--- src/tph_pkg.sv ---
/*
 Package for the terminal port flow handshake block: register offsets, field
 positions, reset values, strap encodings and timing constants.
 Assumes a 100 MHz system clock and an APB register bus with 32-bit data.
*/
package tph_pkg;

   // System clock rate in hertz.
   localparam int unsigned CLK_HZ = 100_000_000;

   // Register byte offsets on the APB bus.
   localparam logic [7:0] OFF_CTRL   = 8'h00;  // Control word.
   localparam logic [7:0] OFF_FORMAT = 8'h04;  // Character format and rate.
   localparam logic [7:0] OFF_STATUS = 8'h08;  // Line and buffer state.
   localparam logic [7:0] OFF_TXDATA = 8'h0C;  // Transmit data write port.
   localparam logic [7:0] OFF_RXDATA = 8'h10;  // Receive data read port.

   // Control register fields.
   localparam int CTRL_SWFC_TX = 0;  // Software flow control, device to terminal.
   localparam int CTRL_SWFC_RX = 1;  // Software flow control, terminal to device.

   // Format register fields.
   localparam int FMT_LEN8    = 0;  // One selects eight data bits, zero seven.
   localparam int FMT_PAR_LO  = 1;  // Parity field, two bits wide.
   localparam int FMT_PAR_HI  = 2;
   localparam int FMT_RATE_LO = 4;  // Rate select, three bits wide.
   localparam int FMT_RATE_HI = 6;

   // Reset values of the stored parameters.
   localparam logic [1:0] CTRL_RESET = 2'h0;
   localparam logic [6:0] FMT_RESET  = 7'h35;  // 4800 baud, 8 bits, odd parity.

   // Parity choices.
   localparam logic [1:0] PAR_NONE = 2'h0;
   localparam logic [1:0] PAR_EVEN = 2'h1;
   localparam logic [1:0] PAR_ODD  = 2'h2;
   localparam logic [1:0] PAR_MARK = 2'h3;

   // Rate select codes.
   localparam logic [2:0] RATE_300   = 3'h0;
   localparam logic [2:0] RATE_1200  = 3'h1;
   localparam logic [2:0] RATE_2400  = 3'h2;
   localparam logic [2:0] RATE_4800  = 3'h3;
   localparam logic [2:0] RATE_9600  = 3'h5;
   localparam logic [2:0] RATE_19200 = 3'h6;

   // Carrier detect strap encodings.
   localparam logic [1:0] CD_FOLLOW = 2'h0;  // Open: follows link connection.
   localparam logic [1:0] CD_ON     = 2'h1;  // Forced on.
   localparam logic [1:0] CD_OFF    = 2'h2;  // Forced off.

   // Software flow control characters.
   localparam logic [7:0] CHAR_XON  = 8'h11;
   localparam logic [7:0] CHAR_XOFF = 8'h13;

   // Receive buffer depth and pointer width.
   localparam int RX_DEPTH = 4;
   localparam int RX_PW    = 2;

   // Bit time divider width.
   localparam int DIV_W = 19;

   // Status word fields.
   localparam int ST_TXBUSY = 0;
   localparam int ST_RXFULL = 1;
   localparam int ST_RXAVL  = 2;
   localparam int ST_CTS    = 3;
   localparam int ST_DTR    = 4;
   localparam int ST_DCD    = 5;
   localparam int ST_RATE19 = 6;
   localparam int ST_PAUSED = 7;
   localparam int ST_FERR   = 8;

   // Serial line configuration carried together.
   typedef struct packed {
      logic       len8;
      logic [1:0] parity;
      logic [DIV_W-1:0] bit_cycles;
   } tph_line_type;

   // Bit time in clock cycles for a baud rate.
   function automatic logic [DIV_W-1:0] baud_cycles(input int unsigned baud);
      baud_cycles = DIV_W'(CLK_HZ / baud);
   endfunction : baud_cycles

endpackage : tph_pkg

--- src/tph_serial.sv ---
/*
 Serial character engine for the terminal port: one transmitter and one
 receiver with 7 or 8 data bits, optional parity and one stop bit.
 Assumes the line configuration is steady while characters move.
*/
`timescale 1ns/1ns
module tph_serial (
   // Clock and reset.
   input  wire logic               pclk,
   input  wire logic               presetn,
   // Line configuration.
   input  wire tph_pkg::tph_line_type cfg,
   // Transmit request.
   input  wire logic               tx_valid,
   input  wire logic [7:0]         tx_data,
   output logic                    tx_ready,
   // Receive result.
   output logic                    rx_valid,
   output logic [7:0]              rx_data,
   output logic                    rx_ferr,
   // Serial lines.
   input  wire logic               rxd,
   output logic                    txd
);

   // Parity bit for a character under the given choice.
   function automatic logic par_bit(input logic [7:0] d, input logic l8, input logic [1:0] p);
      logic x;
      x = ^(l8 ? d : {1'b0, d[6:0]});
      unique case (p)
         tph_pkg::PAR_EVEN: par_bit = x;
         tph_pkg::PAR_ODD:  par_bit = ~x;
         tph_pkg::PAR_MARK: par_bit = 1'b1;
         default:           par_bit = 1'b0;
      endcase
   endfunction : par_bit

   logic [10:0]              tx_sh_r;   // Frame bits still to send, low first.
   logic [3:0]               tx_n_r;    // Bits left in the frame.
   logic [tph_pkg::DIV_W-1:0] tx_cnt_r; // Cycles left in the current bit.
   logic [3:0]               frame_len; // Start, data, parity and stop bits.

   // Frame length follows the format.
   always_comb begin
      frame_len = 4'(32'd9 + {31'd0, cfg.len8} + {31'd0, cfg.parity != tph_pkg::PAR_NONE});
   end

   assign tx_ready = (tx_n_r == 4'h0);
   assign txd      = (tx_n_r == 4'h0) ? 1'b1 : tx_sh_r[0];

   // Transmitter: load a frame, then shift one bit per bit time.
   always_ff @(posedge pclk or negedge presetn) begin
      if (!presetn) begin
         tx_sh_r  <= 11'h7FF;
         tx_n_r   <= 4'h0;
         tx_cnt_r <= '0;
      end else if (tx_n_r == 4'h0) begin
         if (tx_valid) begin
            // Parity and stop are placed right after the last data bit.
            if (cfg.len8)
               tx_sh_r <= (cfg.parity != tph_pkg::PAR_NONE)
                  ? {1'b1, par_bit(tx_data, 1'b1, cfg.parity), tx_data, 1'b0}
                  : {2'b11, tx_data, 1'b0};
            else
               tx_sh_r <= (cfg.parity != tph_pkg::PAR_NONE)
                  ? {2'b11, par_bit(tx_data, 1'b0, cfg.parity), tx_data[6:0], 1'b0}
                  : {3'b111, tx_data[6:0], 1'b0};
            tx_n_r   <= frame_len;
            tx_cnt_r <= cfg.bit_cycles;
         end
      end else if (tx_cnt_r <= 1) begin
         tx_sh_r  <= {1'b1, tx_sh_r[10:1]};
         tx_n_r   <= tx_n_r - 4'h1;
         tx_cnt_r <= cfg.bit_cycles;
      end else begin
         tx_cnt_r <= tx_cnt_r - 1'b1;
      end
   end

   logic [10:0]              rx_sh_r;   // Sampled bits, newest at the top.
   logic [3:0]               rx_n_r;    // Bits left to sample.
   logic [tph_pkg::DIV_W-1:0] rx_cnt_r; // Cycles to the next sample point.
   logic [10:0]              rx_al;     // Frame aligned to bit zero.

   // Right align the captured frame by its length. The bit being sampled now
   // is included, because the shift register only takes it at this edge.
   always_comb begin
      rx_al = {rxd, rx_sh_r[10:1]} >> (4'd11 - frame_len);
   end

   // Receiver: wait for a start edge, sample mid bit, check the stop bit.
   always_ff @(posedge pclk or negedge presetn) begin
      if (!presetn) begin
         rx_sh_r  <= '0;
         rx_n_r   <= 4'h0;
         rx_cnt_r <= '0;
         rx_valid <= 1'b0;
         rx_data  <= 8'h00;
         rx_ferr  <= 1'b0;
      end else begin
         rx_valid <= 1'b0;
         if (rx_n_r == 4'h0) begin
            if (!rxd) begin
               rx_n_r   <= frame_len;
               rx_cnt_r <= cfg.bit_cycles >> 1;
            end
         end else if (rx_cnt_r <= 1) begin
            rx_sh_r  <= {rxd, rx_sh_r[10:1]};
            rx_n_r   <= rx_n_r - 4'h1;
            rx_cnt_r <= cfg.bit_cycles;
            if (rx_n_r == 4'h1) begin
               // Last sample is the stop bit; a low stop bit is a framing error.
               rx_valid <= 1'b1;
               rx_ferr  <= ~rxd;
               rx_data  <= cfg.len8 ? rx_al[8:1] : {1'b0, rx_al[7:1]};
            end
         end else begin
            rx_cnt_r <= rx_cnt_r - 1'b1;
         end
      end
   end

endmodule : tph_serial

--- src/tph_port.sv ---
/*
 Terminal port with hardware and software flow control, acting as the data
 set end of the link. Holds line configuration registers on APB, drives the
 ready, clear-to-send and carrier-detect lines and obeys terminal ready under hardware flow.
 Assumes straps and handshake inputs are synchronous to pclk and that
 unconnected handshake inputs arrive already pulled to their active level.
*/
// The implementer's own choices: the address map and the APB interface to the registers.
`timescale 1ns/1ns
module tph_port (
   // Clock and reset.
   input  wire logic        pclk,
   input  wire logic        presetn,
   // APB slave.
   input  wire logic        psel,
   input  wire logic        penable,
   input  wire logic        pwrite,
   input  wire logic [7:0]  paddr,
   input  wire logic [31:0] pwdata,
   output logic [31:0]      prdata,
   output logic             pready,
   output logic             pslverr,
   // Terminal lines, all active high at this level.
   input  wire logic        term_rxd,
   output logic             term_txd,
   input  wire logic        term_dtr,
   output logic             term_dsr,
   output logic             term_cts,
   output logic             term_dcd,
   // Straps and link status.
   input  wire logic [1:0]  carrier_detect_strap,
   input  wire logic        terminal_rate_strap,
   input  wire logic        parameter_reset_strap,
   input  wire logic        link_connected
);

   logic [1:0]  ctrl_r;       // Software flow enables, one per direction.
   logic [6:0]  fmt_r;        // Length, parity and rate select.
   logic [7:0]  txhold_r;     // Character waiting to go to the terminal.
   logic        txfull_r;     // Transmit holding register occupied.
   logic        paused_r;     // Terminal sent stop under software flow.
   logic [7:0]  rxbuf_r [tph_pkg::RX_DEPTH];  // Receive storage.
   logic [tph_pkg::RX_PW-1:0] rx_wp_r;        // Receive write index.
   logic [tph_pkg::RX_PW-1:0] rx_rp_r;        // Receive read index.
   logic [tph_pkg::RX_PW:0]   rx_cnt_r;       // Characters held.
   logic        ferr_r;       // Sticky framing error flag.
   logic        rx_full;      // Receive storage has no room.
   logic        wr_acc;       // APB write access phase.
   logic        rd_acc;       // APB read access phase.
   logic        tx_go;        // Transmit engine takes the held character.
   logic        tx_ready;     // Transmit engine idle.
   logic        rx_valid;     // Character arrived from the terminal.
   logic [7:0]  rx_data;      // Arrived character.
   logic        rx_ferr;      // Arrived character had a bad stop bit.
   logic        rx_flow_char; // Arrived character is a flow control code.
   logic        rx_pop;       // Software read of the receive port.
   logic        rx_push;      // Arrived character stored.
   logic        rate_ok;      // Selected rate permitted by the strap.
   tph_pkg::tph_line_type line_cfg;  // Configuration for the engine.

   // Decode helpers for APB offsets.
   function automatic logic hit(input logic [7:0] a, input logic [7:0] off);
      hit = (a == off);
   endfunction : hit

   // Every access completes in its first access cycle.
   assign pready  = 1'b1;
   assign wr_acc  = psel && penable && pwrite;
   assign rd_acc  = psel && penable && !pwrite;
   // Unmapped offsets answer with an error rather than silently passing.
   assign pslverr = psel && penable && !(hit(paddr, tph_pkg::OFF_CTRL)
                    || hit(paddr, tph_pkg::OFF_FORMAT) || hit(paddr, tph_pkg::OFF_STATUS)
                    || hit(paddr, tph_pkg::OFF_TXDATA) || hit(paddr, tph_pkg::OFF_RXDATA));

   // The ready line is never withdrawn while powered.
   assign term_dsr = 1'b1;

   // Configuration registers. The parameter reset strap behaves like a
   // second reset so a stuck configuration can always be recovered.
   always_ff @(posedge pclk or negedge presetn) begin
      if (!presetn) begin
         ctrl_r <= tph_pkg::CTRL_RESET;
         fmt_r  <= tph_pkg::FMT_RESET;
      end else if (parameter_reset_strap) begin
         ctrl_r <= tph_pkg::CTRL_RESET;
         fmt_r  <= tph_pkg::FMT_RESET;
      end else if (wr_acc && hit(paddr, tph_pkg::OFF_CTRL)) begin
         // Each direction keeps its own enable bit.
         ctrl_r <= pwdata[tph_pkg::CTRL_SWFC_RX:tph_pkg::CTRL_SWFC_TX];
      end else if (wr_acc && hit(paddr, tph_pkg::OFF_FORMAT)) begin
         fmt_r <= pwdata[tph_pkg::FMT_RATE_HI:tph_pkg::FMT_LEN8];
      end
   end

   // Rate table: only standard rates, and the strap decides whether the
   // slowest or the fastest one is allowed. A forbidden or unknown code
   // falls back to 9600 so the port never runs at an odd rate.
   always_comb begin
      line_cfg.len8   = fmt_r[tph_pkg::FMT_LEN8];
      line_cfg.parity = fmt_r[tph_pkg::FMT_PAR_HI:tph_pkg::FMT_PAR_LO];
      rate_ok         = 1'b1;
      unique case (fmt_r[tph_pkg::FMT_RATE_HI:tph_pkg::FMT_RATE_LO])
         tph_pkg::RATE_300: begin
            rate_ok             = terminal_rate_strap;
            line_cfg.bit_cycles = tph_pkg::baud_cycles(300);
         end
         tph_pkg::RATE_1200:  line_cfg.bit_cycles = tph_pkg::baud_cycles(1200);
         tph_pkg::RATE_2400:  line_cfg.bit_cycles = tph_pkg::baud_cycles(2400);
         tph_pkg::RATE_4800:  line_cfg.bit_cycles = tph_pkg::baud_cycles(4800);
         tph_pkg::RATE_19200: begin
            rate_ok             = !terminal_rate_strap;
            line_cfg.bit_cycles = tph_pkg::baud_cycles(19200);
         end
         default:             line_cfg.bit_cycles = tph_pkg::baud_cycles(9600);
      endcase
      if (!rate_ok) begin
         line_cfg.bit_cycles = tph_pkg::baud_cycles(9600);
      end
   end

   // Outbound gate: hardware flow obeys terminal ready; with software flow
   // the ready line is ignored and a received stop code pauses instead.
   // A terminal that leaves ready unwired reads as ready here.
   assign tx_go = txfull_r && tx_ready && (ctrl_r[tph_pkg::CTRL_SWFC_TX]
                  ? !paused_r
                  : term_dtr);

   // Transmit holding register; a write while full is dropped, which
   // software avoids by polling the busy bit.
   always_ff @(posedge pclk or negedge presetn) begin
      if (!presetn) begin
         txhold_r <= 8'h00;
         txfull_r <= 1'b0;
      end else if (wr_acc && hit(paddr, tph_pkg::OFF_TXDATA) && !txfull_r) begin
         txhold_r <= pwdata[7:0];
         txfull_r <= 1'b1;
      end else if (tx_go) begin
         txfull_r <= 1'b0;
      end
   end

   // Flow codes are consumed only while software flow is on outbound.
   assign rx_flow_char = ctrl_r[tph_pkg::CTRL_SWFC_TX]
                         && (rx_data == tph_pkg::CHAR_XON || rx_data == tph_pkg::CHAR_XOFF);

   // Pause state from received flow codes; cleared when the mode is off.
   always_ff @(posedge pclk or negedge presetn) begin
      if (!presetn) begin
         paused_r <= 1'b0;
      end else if (!ctrl_r[tph_pkg::CTRL_SWFC_TX]) begin
         paused_r <= 1'b0;
      end else if (rx_valid && rx_flow_char) begin
         paused_r <= (rx_data == tph_pkg::CHAR_XOFF);
      end
   end

   assign rx_full = (rx_cnt_r == 3'(tph_pkg::RX_DEPTH));
   assign rx_pop  = rd_acc && hit(paddr, tph_pkg::OFF_RXDATA) && (rx_cnt_r != '0);
   // A character that arrives with storage full is lost; the terminal is told to stop only
   // by clear-to-send with inbound soft flow off, as no stop code is ever sent.
   assign rx_push = rx_valid && !rx_flow_char && !rx_full;

   // Receive storage write side.
   always_ff @(posedge pclk or negedge presetn) begin
      if (!presetn) begin
         rx_wp_r <= '0;
      end else if (rx_push) begin
         rx_wp_r <= rx_wp_r + 1'b1;
      end
   end

   // Receive storage data; no reset needed on the storage itself.
   always_ff @(posedge pclk) begin
      if (rx_push) begin
         rxbuf_r[rx_wp_r] <= rx_data;
      end
   end

   // Receive read index and occupancy.
   always_ff @(posedge pclk or negedge presetn) begin
      if (!presetn) begin
         rx_rp_r  <= '0;
         rx_cnt_r <= '0;
      end else begin
         if (rx_pop) begin
            rx_rp_r <= rx_rp_r + 1'b1;
         end
         rx_cnt_r <= rx_cnt_r + {2'b00, rx_push} - {2'b00, rx_pop};
      end
   end

   // Framing error: a new error wins over a clear in the same cycle.
   always_ff @(posedge pclk or negedge presetn) begin
      if (!presetn) begin
         ferr_r <= 1'b0;
      end else if (rx_valid && rx_ferr) begin
         ferr_r <= 1'b1;
      end else if (rd_acc && hit(paddr, tph_pkg::OFF_STATUS)) begin
         ferr_r <= 1'b0;
      end
   end

   // Clear-to-send from a register so it never glitches on the line.
   always_ff @(posedge pclk or negedge presetn) begin
      if (!presetn) begin
         term_cts <= 1'b1;
      end else if (ctrl_r[tph_pkg::CTRL_SWFC_RX]) begin
         term_cts <= 1'b1;
      end else begin
         term_cts <= !rx_full;
      end
   end

   // Carrier detect from the strap; open strap tracks the link.
   always_ff @(posedge pclk or negedge presetn) begin
      if (!presetn) begin
         term_dcd <= 1'b0;
      end else begin
         unique case (carrier_detect_strap)
            tph_pkg::CD_ON:  term_dcd <= 1'b1;
            tph_pkg::CD_OFF: term_dcd <= 1'b0;
            default:         term_dcd <= link_connected;
         endcase
      end
   end

   // Read data mux, registered as the access phase begins.
   always_ff @(posedge pclk or negedge presetn) begin
      if (!presetn) begin
         prdata <= 32'h0000_0000;
      end else if (psel && !penable && !pwrite) begin
         prdata <= 32'h0000_0000;
         if (hit(paddr, tph_pkg::OFF_CTRL)) begin
            prdata[1:0] <= ctrl_r;
         end else if (hit(paddr, tph_pkg::OFF_FORMAT)) begin
            prdata[6:0] <= fmt_r;
         end else if (hit(paddr, tph_pkg::OFF_STATUS)) begin
            prdata[tph_pkg::ST_TXBUSY] <= txfull_r || !tx_ready;
            prdata[tph_pkg::ST_RXFULL] <= rx_full;
            prdata[tph_pkg::ST_RXAVL]  <= (rx_cnt_r != '0);
            prdata[tph_pkg::ST_CTS]    <= term_cts;
            prdata[tph_pkg::ST_DTR]    <= term_dtr;
            prdata[tph_pkg::ST_DCD]    <= term_dcd;
            prdata[tph_pkg::ST_RATE19] <= !terminal_rate_strap;
            prdata[tph_pkg::ST_PAUSED] <= paused_r;
            prdata[tph_pkg::ST_FERR]   <= ferr_r;
         end else if (hit(paddr, tph_pkg::OFF_RXDATA)) begin
            prdata[7:0] <= rxbuf_r[rx_rp_r];
         end
      end
   end

   // Character engine.
   tph_serial u_serial (
      .pclk     (pclk),
      .presetn  (presetn),
      .cfg      (line_cfg),
      .tx_valid (tx_go),
      .tx_data  (txhold_r),
      .tx_ready (tx_ready),
      .rx_valid (rx_valid),
      .rx_data  (rx_data),
      .rx_ferr  (rx_ferr),
      .rxd      (term_rxd),
      .txd      (term_txd)
   );

endmodule : tph_port

--- config.mk ---
export PLATFORM = sky130hd
export DESIGN_NAME = tph_port
export DESIGN_NICKNAME = d
export VERILOG_FILES = /design/src/tph_pkg.sv /design/src/tph_serial.sv /design/src/tph_port.sv
export SDC_FILE = /design/constraint.sdc
export NUM_CORES = 1
export LEC_CHECK = 0
export BUFFER_PORTS_ARGS = -buffer_cell sky130_fd_sc_hd__buf_4
export CAP_MARGIN = 20
export CORE_ASPECT_RATIO = 1.2
export CORE_UTILIZATION = 25
export CTS_CLUSTER_SIZE = 25
export DETAILED_ROUTE_END_ITERATION = 6
export MAX_ROUTING_LAYER = met4
export PLACE_DENSITY_LB_ADDON = 0.2
export REMOVE_ABC_BUFFERS = 1
export SKIP_LAST_GASP = 1
export SLEW_MARGIN = 5
export SYNTH_ARGS = -nofsm -noshare
export SYNTH_HDL_FRONTEND = slang
export SYNTH_SLANG_ARGS = --single-unit
--- constraint.sdc ---
create_clock -name pclk -period 4.08 [get_ports pclk]
set_clock_uncertainty 0.2 [all_clocks]
set_input_delay 0.408 -clock pclk [delete_from_list [all_inputs] [get_ports pclk]]
set_output_delay 0.408 -clock pclk [all_outputs]
set_load 0.1 [all_outputs]
==> results of run 1 <==
==> flip-flops by register name (all words and copies together), names as in the netlist, 7 cells and up <==
signal and flops:
u_serial.rx_cnt_r 19, rxbuf_r 32, u_serial.rx_sh_r 9, u_serial.tx_sh_r 10
u_serial.tx_cnt_r 19, fmt_r 7, prdata 9, txhold_r 8
u_serial.rx_data 8
==> power groups by stage <==
stage	clock network [mW]	logic, mW	registers (mW)
after floorplan	0	0.165	1.66
after global placement	0	0.364	1.56
after detailed placement	0	0.365	1.56
after CTS	1.58	0.368	1.54
after global routing	1.64	0.387	1.54
final	1.53	0.364	1.54
==> through the flow <==
| stage | hold slack [ns] | util (%) | instance area (sq um) | instances |
|---|---|---|---|---|
| 6_report | 0.0167 | 29.7 | 9100 | 1228 |
| 5_1_grt | 0.00941 | 29.7 | 9100 | 1228 |
| 4_1_cts | 0.00142 | 29.6 | 9080 | 1226 |
| 3_5_place_dp | 0.265 | 27.7 | 8480 | 1191 |
| 3_3_place_gp | 0.268 | 27.7 | 8480 | 1191 |
| 2_1_floorplan | -0.0876 | - | 7590 | 743 |
==> layout make-up <==
| type | count | area, sq um |
|---|---|---|
| well taps | 396 | 495 |
| flip-flops and latches | 145 | 3810 |
| clock buffers | 20 | 468 |
| multi-input cells | 572 | 3690 |
| inverters | 26 | 97.6 |
| clock inverters | 12 | 108 |
| fillers | 3212 | 21600 |
| repair buffers | 57 | 433 |
==> logic make-up after synthesis <==
logic type	Yosys count
other	2
buffers and inverters	88
multiplexers	51
adder cells (fa/ha/maj)	16
AO/OA/AOI/OAI	187
AND/OR/NAND/NOR	272
XOR/XNOR	21
flip-flops	145
==> final timing paths <==
check	startpoint	endpoint	slack, ns	cells after the start
min reg2reg	u_serial.tx_sh_r[0]$_DFFE_PN1P_	u_serial.tx_sh_r[0]$_DFFE_PN1P_	0.28	2
max reg2reg	u_serial.rx_cnt_r[7]$_DFFE_PN0P_	u_serial.rx_data[0]$_DFFE_PN0P_	1.07	5
max	u_serial.rx_cnt_r[7]$_DFFE_PN0P_	u_serial.rx_data[0]$_DFFE_PN0P_	1.07	5
min	pwdata[5]	fmt_r[5]$_DFFE_PN1P_	0.02	2
min in group asynchronous	presetn	rx_wp_r[0]$_DFFE_PN0P_	0.44	2
max in group asynchronous	presetn	fmt_r[2]$_DFFE_PN1P_	2.24	3
==> repair_timing <==
action / in CTS / in global routing
hold endpoints to repair: 60 / 0
setup endpoints to repair: 0 / 0
hold buffers: 3 / 0
==> cell usage in the layout (no fill, tap or decap), types with 8 or more instances in the layout <==
| master | synthesis | routed |
|---|---|---|
| a21oi_1 | 37 | 37 |
| a31oi_1 | 22 | 22 |
| buf_4 | 25 | 53 |
| clkbuf_16 | 0 | 18 |
| conb_1 | 2 | 25 |
| dfrtp_1 | 98 | 98 |
| dfstp_2 | 15 | 15 |
| edfxtp_1 | 32 | 32 |
| ha_1 | 15 | 15 |
| inv_1 | 26 | 26 |
| mux2_2 | 24 | 24 |
| mux2i_1 | 19 | 19 |
| mux4_2 | 8 | 8 |
| nand2_1 | 89 | 89 |
| nand3_1 | 17 | 17 |
| nor2_1 | 74 | 74 |
| nor2b_1 | 12 | 12 |
| nor3_1 | 26 | 26 |
| o211ai_1 | 10 | 10 |
| o21ai_0 | 47 | 47 |
| xnor2_1 | 13 | 13 |
==> per-layer routing <==
layer / up-vias / part of all wire [%]
met4: 0 / 2.5
met5: - / 0
met2: 84 / 49
met1: 2930 / 46
li1: 2871 / -
met3: 28 / 2.4
==> metrics, run 1 <==
status finished, final reports clean; GPL Wtd Cong 0.811; setup violators final 0; delay-heaviest family, CP simple AND/OR/NAND/NOR gates; Gate Count Post-Synth 782; clock slew seen by the registers of the worst setup and hold paths 0.06 ns; most area-consuming cells after synthesis dfrtp_1, edfxtp_1, dfstp_2; largest net degree at the start of global routing 63; clock network power share 44.7%; slowest stage delay, CP 0.61 ns; Crit path arrival time 3.12 ns; GRT Total Usage 13.6%; total CTS buffers 17; RSZ-0062 raised after global routing false; maximum vdd drop 0.000289 V; GR Util met1 17.0%; WP buf/inv 0; Req. time, crit path 4.19 ns; Vias per Instance 4.82; Synth Area in Simple Gates 16.9%; initial antenna violation count 0; PortBufs 40; vias in the first global route 6043; Reg power frac 44.7%; Antenna Nets Post-Route 0; drt pass-1 iters 5; Slew @ Worst Pin 1.02 ns; Net Switching 0.993 mW; first-pass GRT wire length 33.1 mm; initial drt markers 372; n_diodes 0; DIE AREA 32100 sq um; Final TNS setup 0 ns; CTS max path bufs 2; Seq/Total Area, Yosys 48.5%; GRT overflow 0; Synth Area in Compound Gates 15.3%; Post-synth EDFFs 32; Post-Synth Adder-Cell Area 2.64%; Final Hold Viols 0; Setup Slack @ Placement 0.798 ns; Synth top cells by count dfrtp_1, nand2_1, nor2_1; Mapped Area 7850 sq um; element type at the critical path start flip-flop; Die Y 196 microns; WS Path Type reg -> reg; Post-Syn Area per Cell 10.0 sq um; CP max-delay cell nor4_1; mux contribution to synthesized area 8.16%; xor/xnor share of the synthesized area 2.69%; Routed Wire Length 20.2 mm; pwr/cell area 377 nW/um^2; Distinct cells, synth 80; design internal power 2.44 mW; Sw Ratio 28.9%; row count 70; nets@finish 887; # resized after CTS 0; max-slew violations 0; htree depth 4; max cap viols 0; Comb pwr share 10.6%; Root Driver clkbuf_16; # DRC 0; Leak 3.65 nW; vias 5913; max_slew headroom 31.6%; FMAX 333 MHz; met2 Use GR 21.9%; Total Power 3.43 mW; final worst-path cycle share 73.7%; Cell Chain, Critical Path nor4_1 > nand2b_1 > nor4_4 > nand4_1 > mux2_2; DP HPWL 14.3 mm; Crit. End Element flip-flop; Yosys reg bits 145; Layout area overhead 15.8%; global route hottest layer met2; count leader, synth dfrtp_1; Final min period 3.01 ns; Core ar. 30700 sq um; # IOs 90; share of layout cells above drive strength 1 17.8%; post-synth top area cell dfrtp_1; HP Class in -> reg; Worst-Skew Late Latency 0.43 ns; top_reg_cell synth dfrtp_1; die width 164 microns; post-synth top area share 31.2%; Synth async-reset ratio 77.9%; largest family of logic cells by synthesized area simple AND/OR/NAND/NOR gates; Clock Sinks 145; CTS tree yes; setup slack after layout 1.07 ns; # Post-CTS Setup Buffers 0; Syn. warnings 0; effective utilization at floorplan 25.6%; CP Max Fanout 15; wire per inst 16.4 microns; GR Layer Usage met3 2.14%
Power figures use the tool's default switching activity.
==> run 2, diff against run 1 <==
==> constraint.sdc (replaced) <==
create_clock -name pclk -period 2.7 [get_ports pclk]
set_clock_uncertainty 0.2 [all_clocks]
set_input_delay 0.27 -clock pclk [delete_from_list [all_inputs] [get_ports pclk]]
set_output_delay 0.27 -clock pclk [all_outputs]
set_load 0.1 [all_outputs]
==> metrics, run 2 (same netlist as run 1, synthesis figures left out) <==
Crit path arrival time 2.79 ns; Req. time, crit path 2.85 ns; RSZ-0062 raised after global routing true; final worst-path cycle share 97.7%; nets@finish 939; Cell Count, Final, Fillers Out 1280; # DRC 0; Worst-Skew Late Latency 0.44 ns; clock slew seen by the registers of the worst setup and hold paths 0.07 ns; RR Startpoint u_serial.rx_cnt_r[13]$_DFFE_PN0P_; Final Hold Viols 0; Final min period 2.64 ns; Crit. End Element flip-flop; Root Driver clkbuf_16; FMAX 379 MHz; setup violators final 0; element type at the critical path start flip-flop; HP Class in -> reg; commonest non-fill, non-tap cell in the layout dfrtp_1; Worst Min Path Start pwrite; largest net degree at the start of global routing 38; GPL Wtd Cong 0.801; maximum vdd drop 0.000453 V; wire per inst 16.2 microns; Layout area overhead 21.6%; CP Max Fanout 18; vias in the first global route 6113; biggest regs rxbuf_r x32, u_serial.rx_cnt_r x19, u_serial.tx_cnt_r x19; # resized after CTS 0; # IOs 90; Vias per Instance 4.73; CTS max path bufs 2; initial antenna violation count 0; worst hold path cell count 4; status finished, final reports clean; PortBufs 40; initial drt markers 438; Clock Sinks 145; vias 6052; Top reg by flops rxbuf_r; max_slew headroom 38.2%; Routed Wire Length 20.8 mm; Die Y 196 microns; most frequent cells in the layout dfrtp_1, buf_4, nand2_1, nor2_1, o21ai_0; row count 70; Total Power 5.22 mW; Setup Slack @ Placement -0.178 ns; total CTS buffers 17; DIE AREA 32100 sq um; n_diodes 0; DP HPWL 15.1 mm; Antenna Nets Post-Route 0; max cap viols 0; drt pass-1 iters 5; setup slack after layout 0.0634 ns; Slew @ Worst Pin 0.918 ns; CTS tree yes; Core ar. 30700 sq um; WS Path Type reg -> reg; share of layout cells above drive strength 1 21.3%; first-pass GRT wire length 34.1 mm; max-slew violations 0; GRT Total Usage 14.2%; GRT overflow 0; CP startpoint u_serial.rx_cnt_r[13]$_DFFE_PN0P_; Worst R2R Path Depth 6; die width 164 microns; effective utilization at floorplan 25.6%; Leak 3.91 nW; Placed Cells 1232; pwr/cell area 546 nW/um^2; max FFs per register 32; htree depth 4
run 2: per-stage QoR:
step / TNS [ns] / hold slack, ns / utilization [%] / area, sq um
after global routing: -0.0239 / 0.0415 / 31.1 / 9550
after global placement: -0.308 / 0.0953 / 28.8 / 8820
after floorplan: -6.32 / -0.226 / - / 7590
after detailed placement: -0.356 / 0.0936 / 28.8 / 8820
final: 0 / 0.0301 / 31.1 / 9550
after CTS: 0 / 0.0238 / 31.1 / 9540
run 2: area by class of cell:
| cell class | count | area (sq um) |
|---|---|---|
| Multi-Input combinational cell | 572 | 3690 |
| Clock buffer | 18 | 429 |
| Timing Repair Buffer | 109 | 893 |
| Tap cell | 396 | 495 |
| Inverter | 26 | 97.6 |
| Clock inverter | 14 | 138 |
| Fill cell | 3201 | 21100 |
| Sequential cell | 145 | 3810 |
run 2: routing by layer:
| metal | vias to the layer above | global-route usage, % | routed length [microns] |
|---|---|---|---|
| met5 | - | - | 0 |
| met4 | 0 | 4.90 | 330 |
| met3 | 22 | 2.62 | 475 |
| met2 | 98 | 22.8 | 10400 |
| met1 | 2966 | 17.8 | 9600 |
| li1 | 2966 | - | - |
run 2: worst max-delay path, cell delays in order (launching register included):
cell and delay (ns):
dfrtp_1 0.39, or3_4 0.42, or3_4 0.38, or4_4 0.64, nor2_4 0.20, o31a_1 0.16
a2bb2oi_1 0.16
run 2: path summary, 6_finish.rpt:
kind                                                     to  slack, ns
max                        u_serial.rx_cnt_r[7]$_DFFE_PN0P_       0.06
min                                      ferr_r$_DFFE_PN0P_       0.03
max reg2reg                u_serial.rx_cnt_r[7]$_DFFE_PN0P_       0.06
min reg2reg                 u_serial.tx_sh_r[0]$_DFFE_PN1P_       0.28
max in group asynchronous              fmt_r[0]$_DFFE_PN1P_       1.46
min in group asynchronous            rx_wp_r[1]$_DFFE_PN0P_       0.15
run 2: repair_timing:
action	4_1_cts	5_1_grt
setup endpoints to repair	0	3
hold buffers	15	0
hold endpoints to repair	51	0
setup buffers	0	1
run 2: where the power goes:
group	switching [mW]	internal [mW]	total, mW
Combinational	0.442	0.140	0.582
Clock	1.09	1.23	2.32
Sequential	0.0400	2.28	2.32
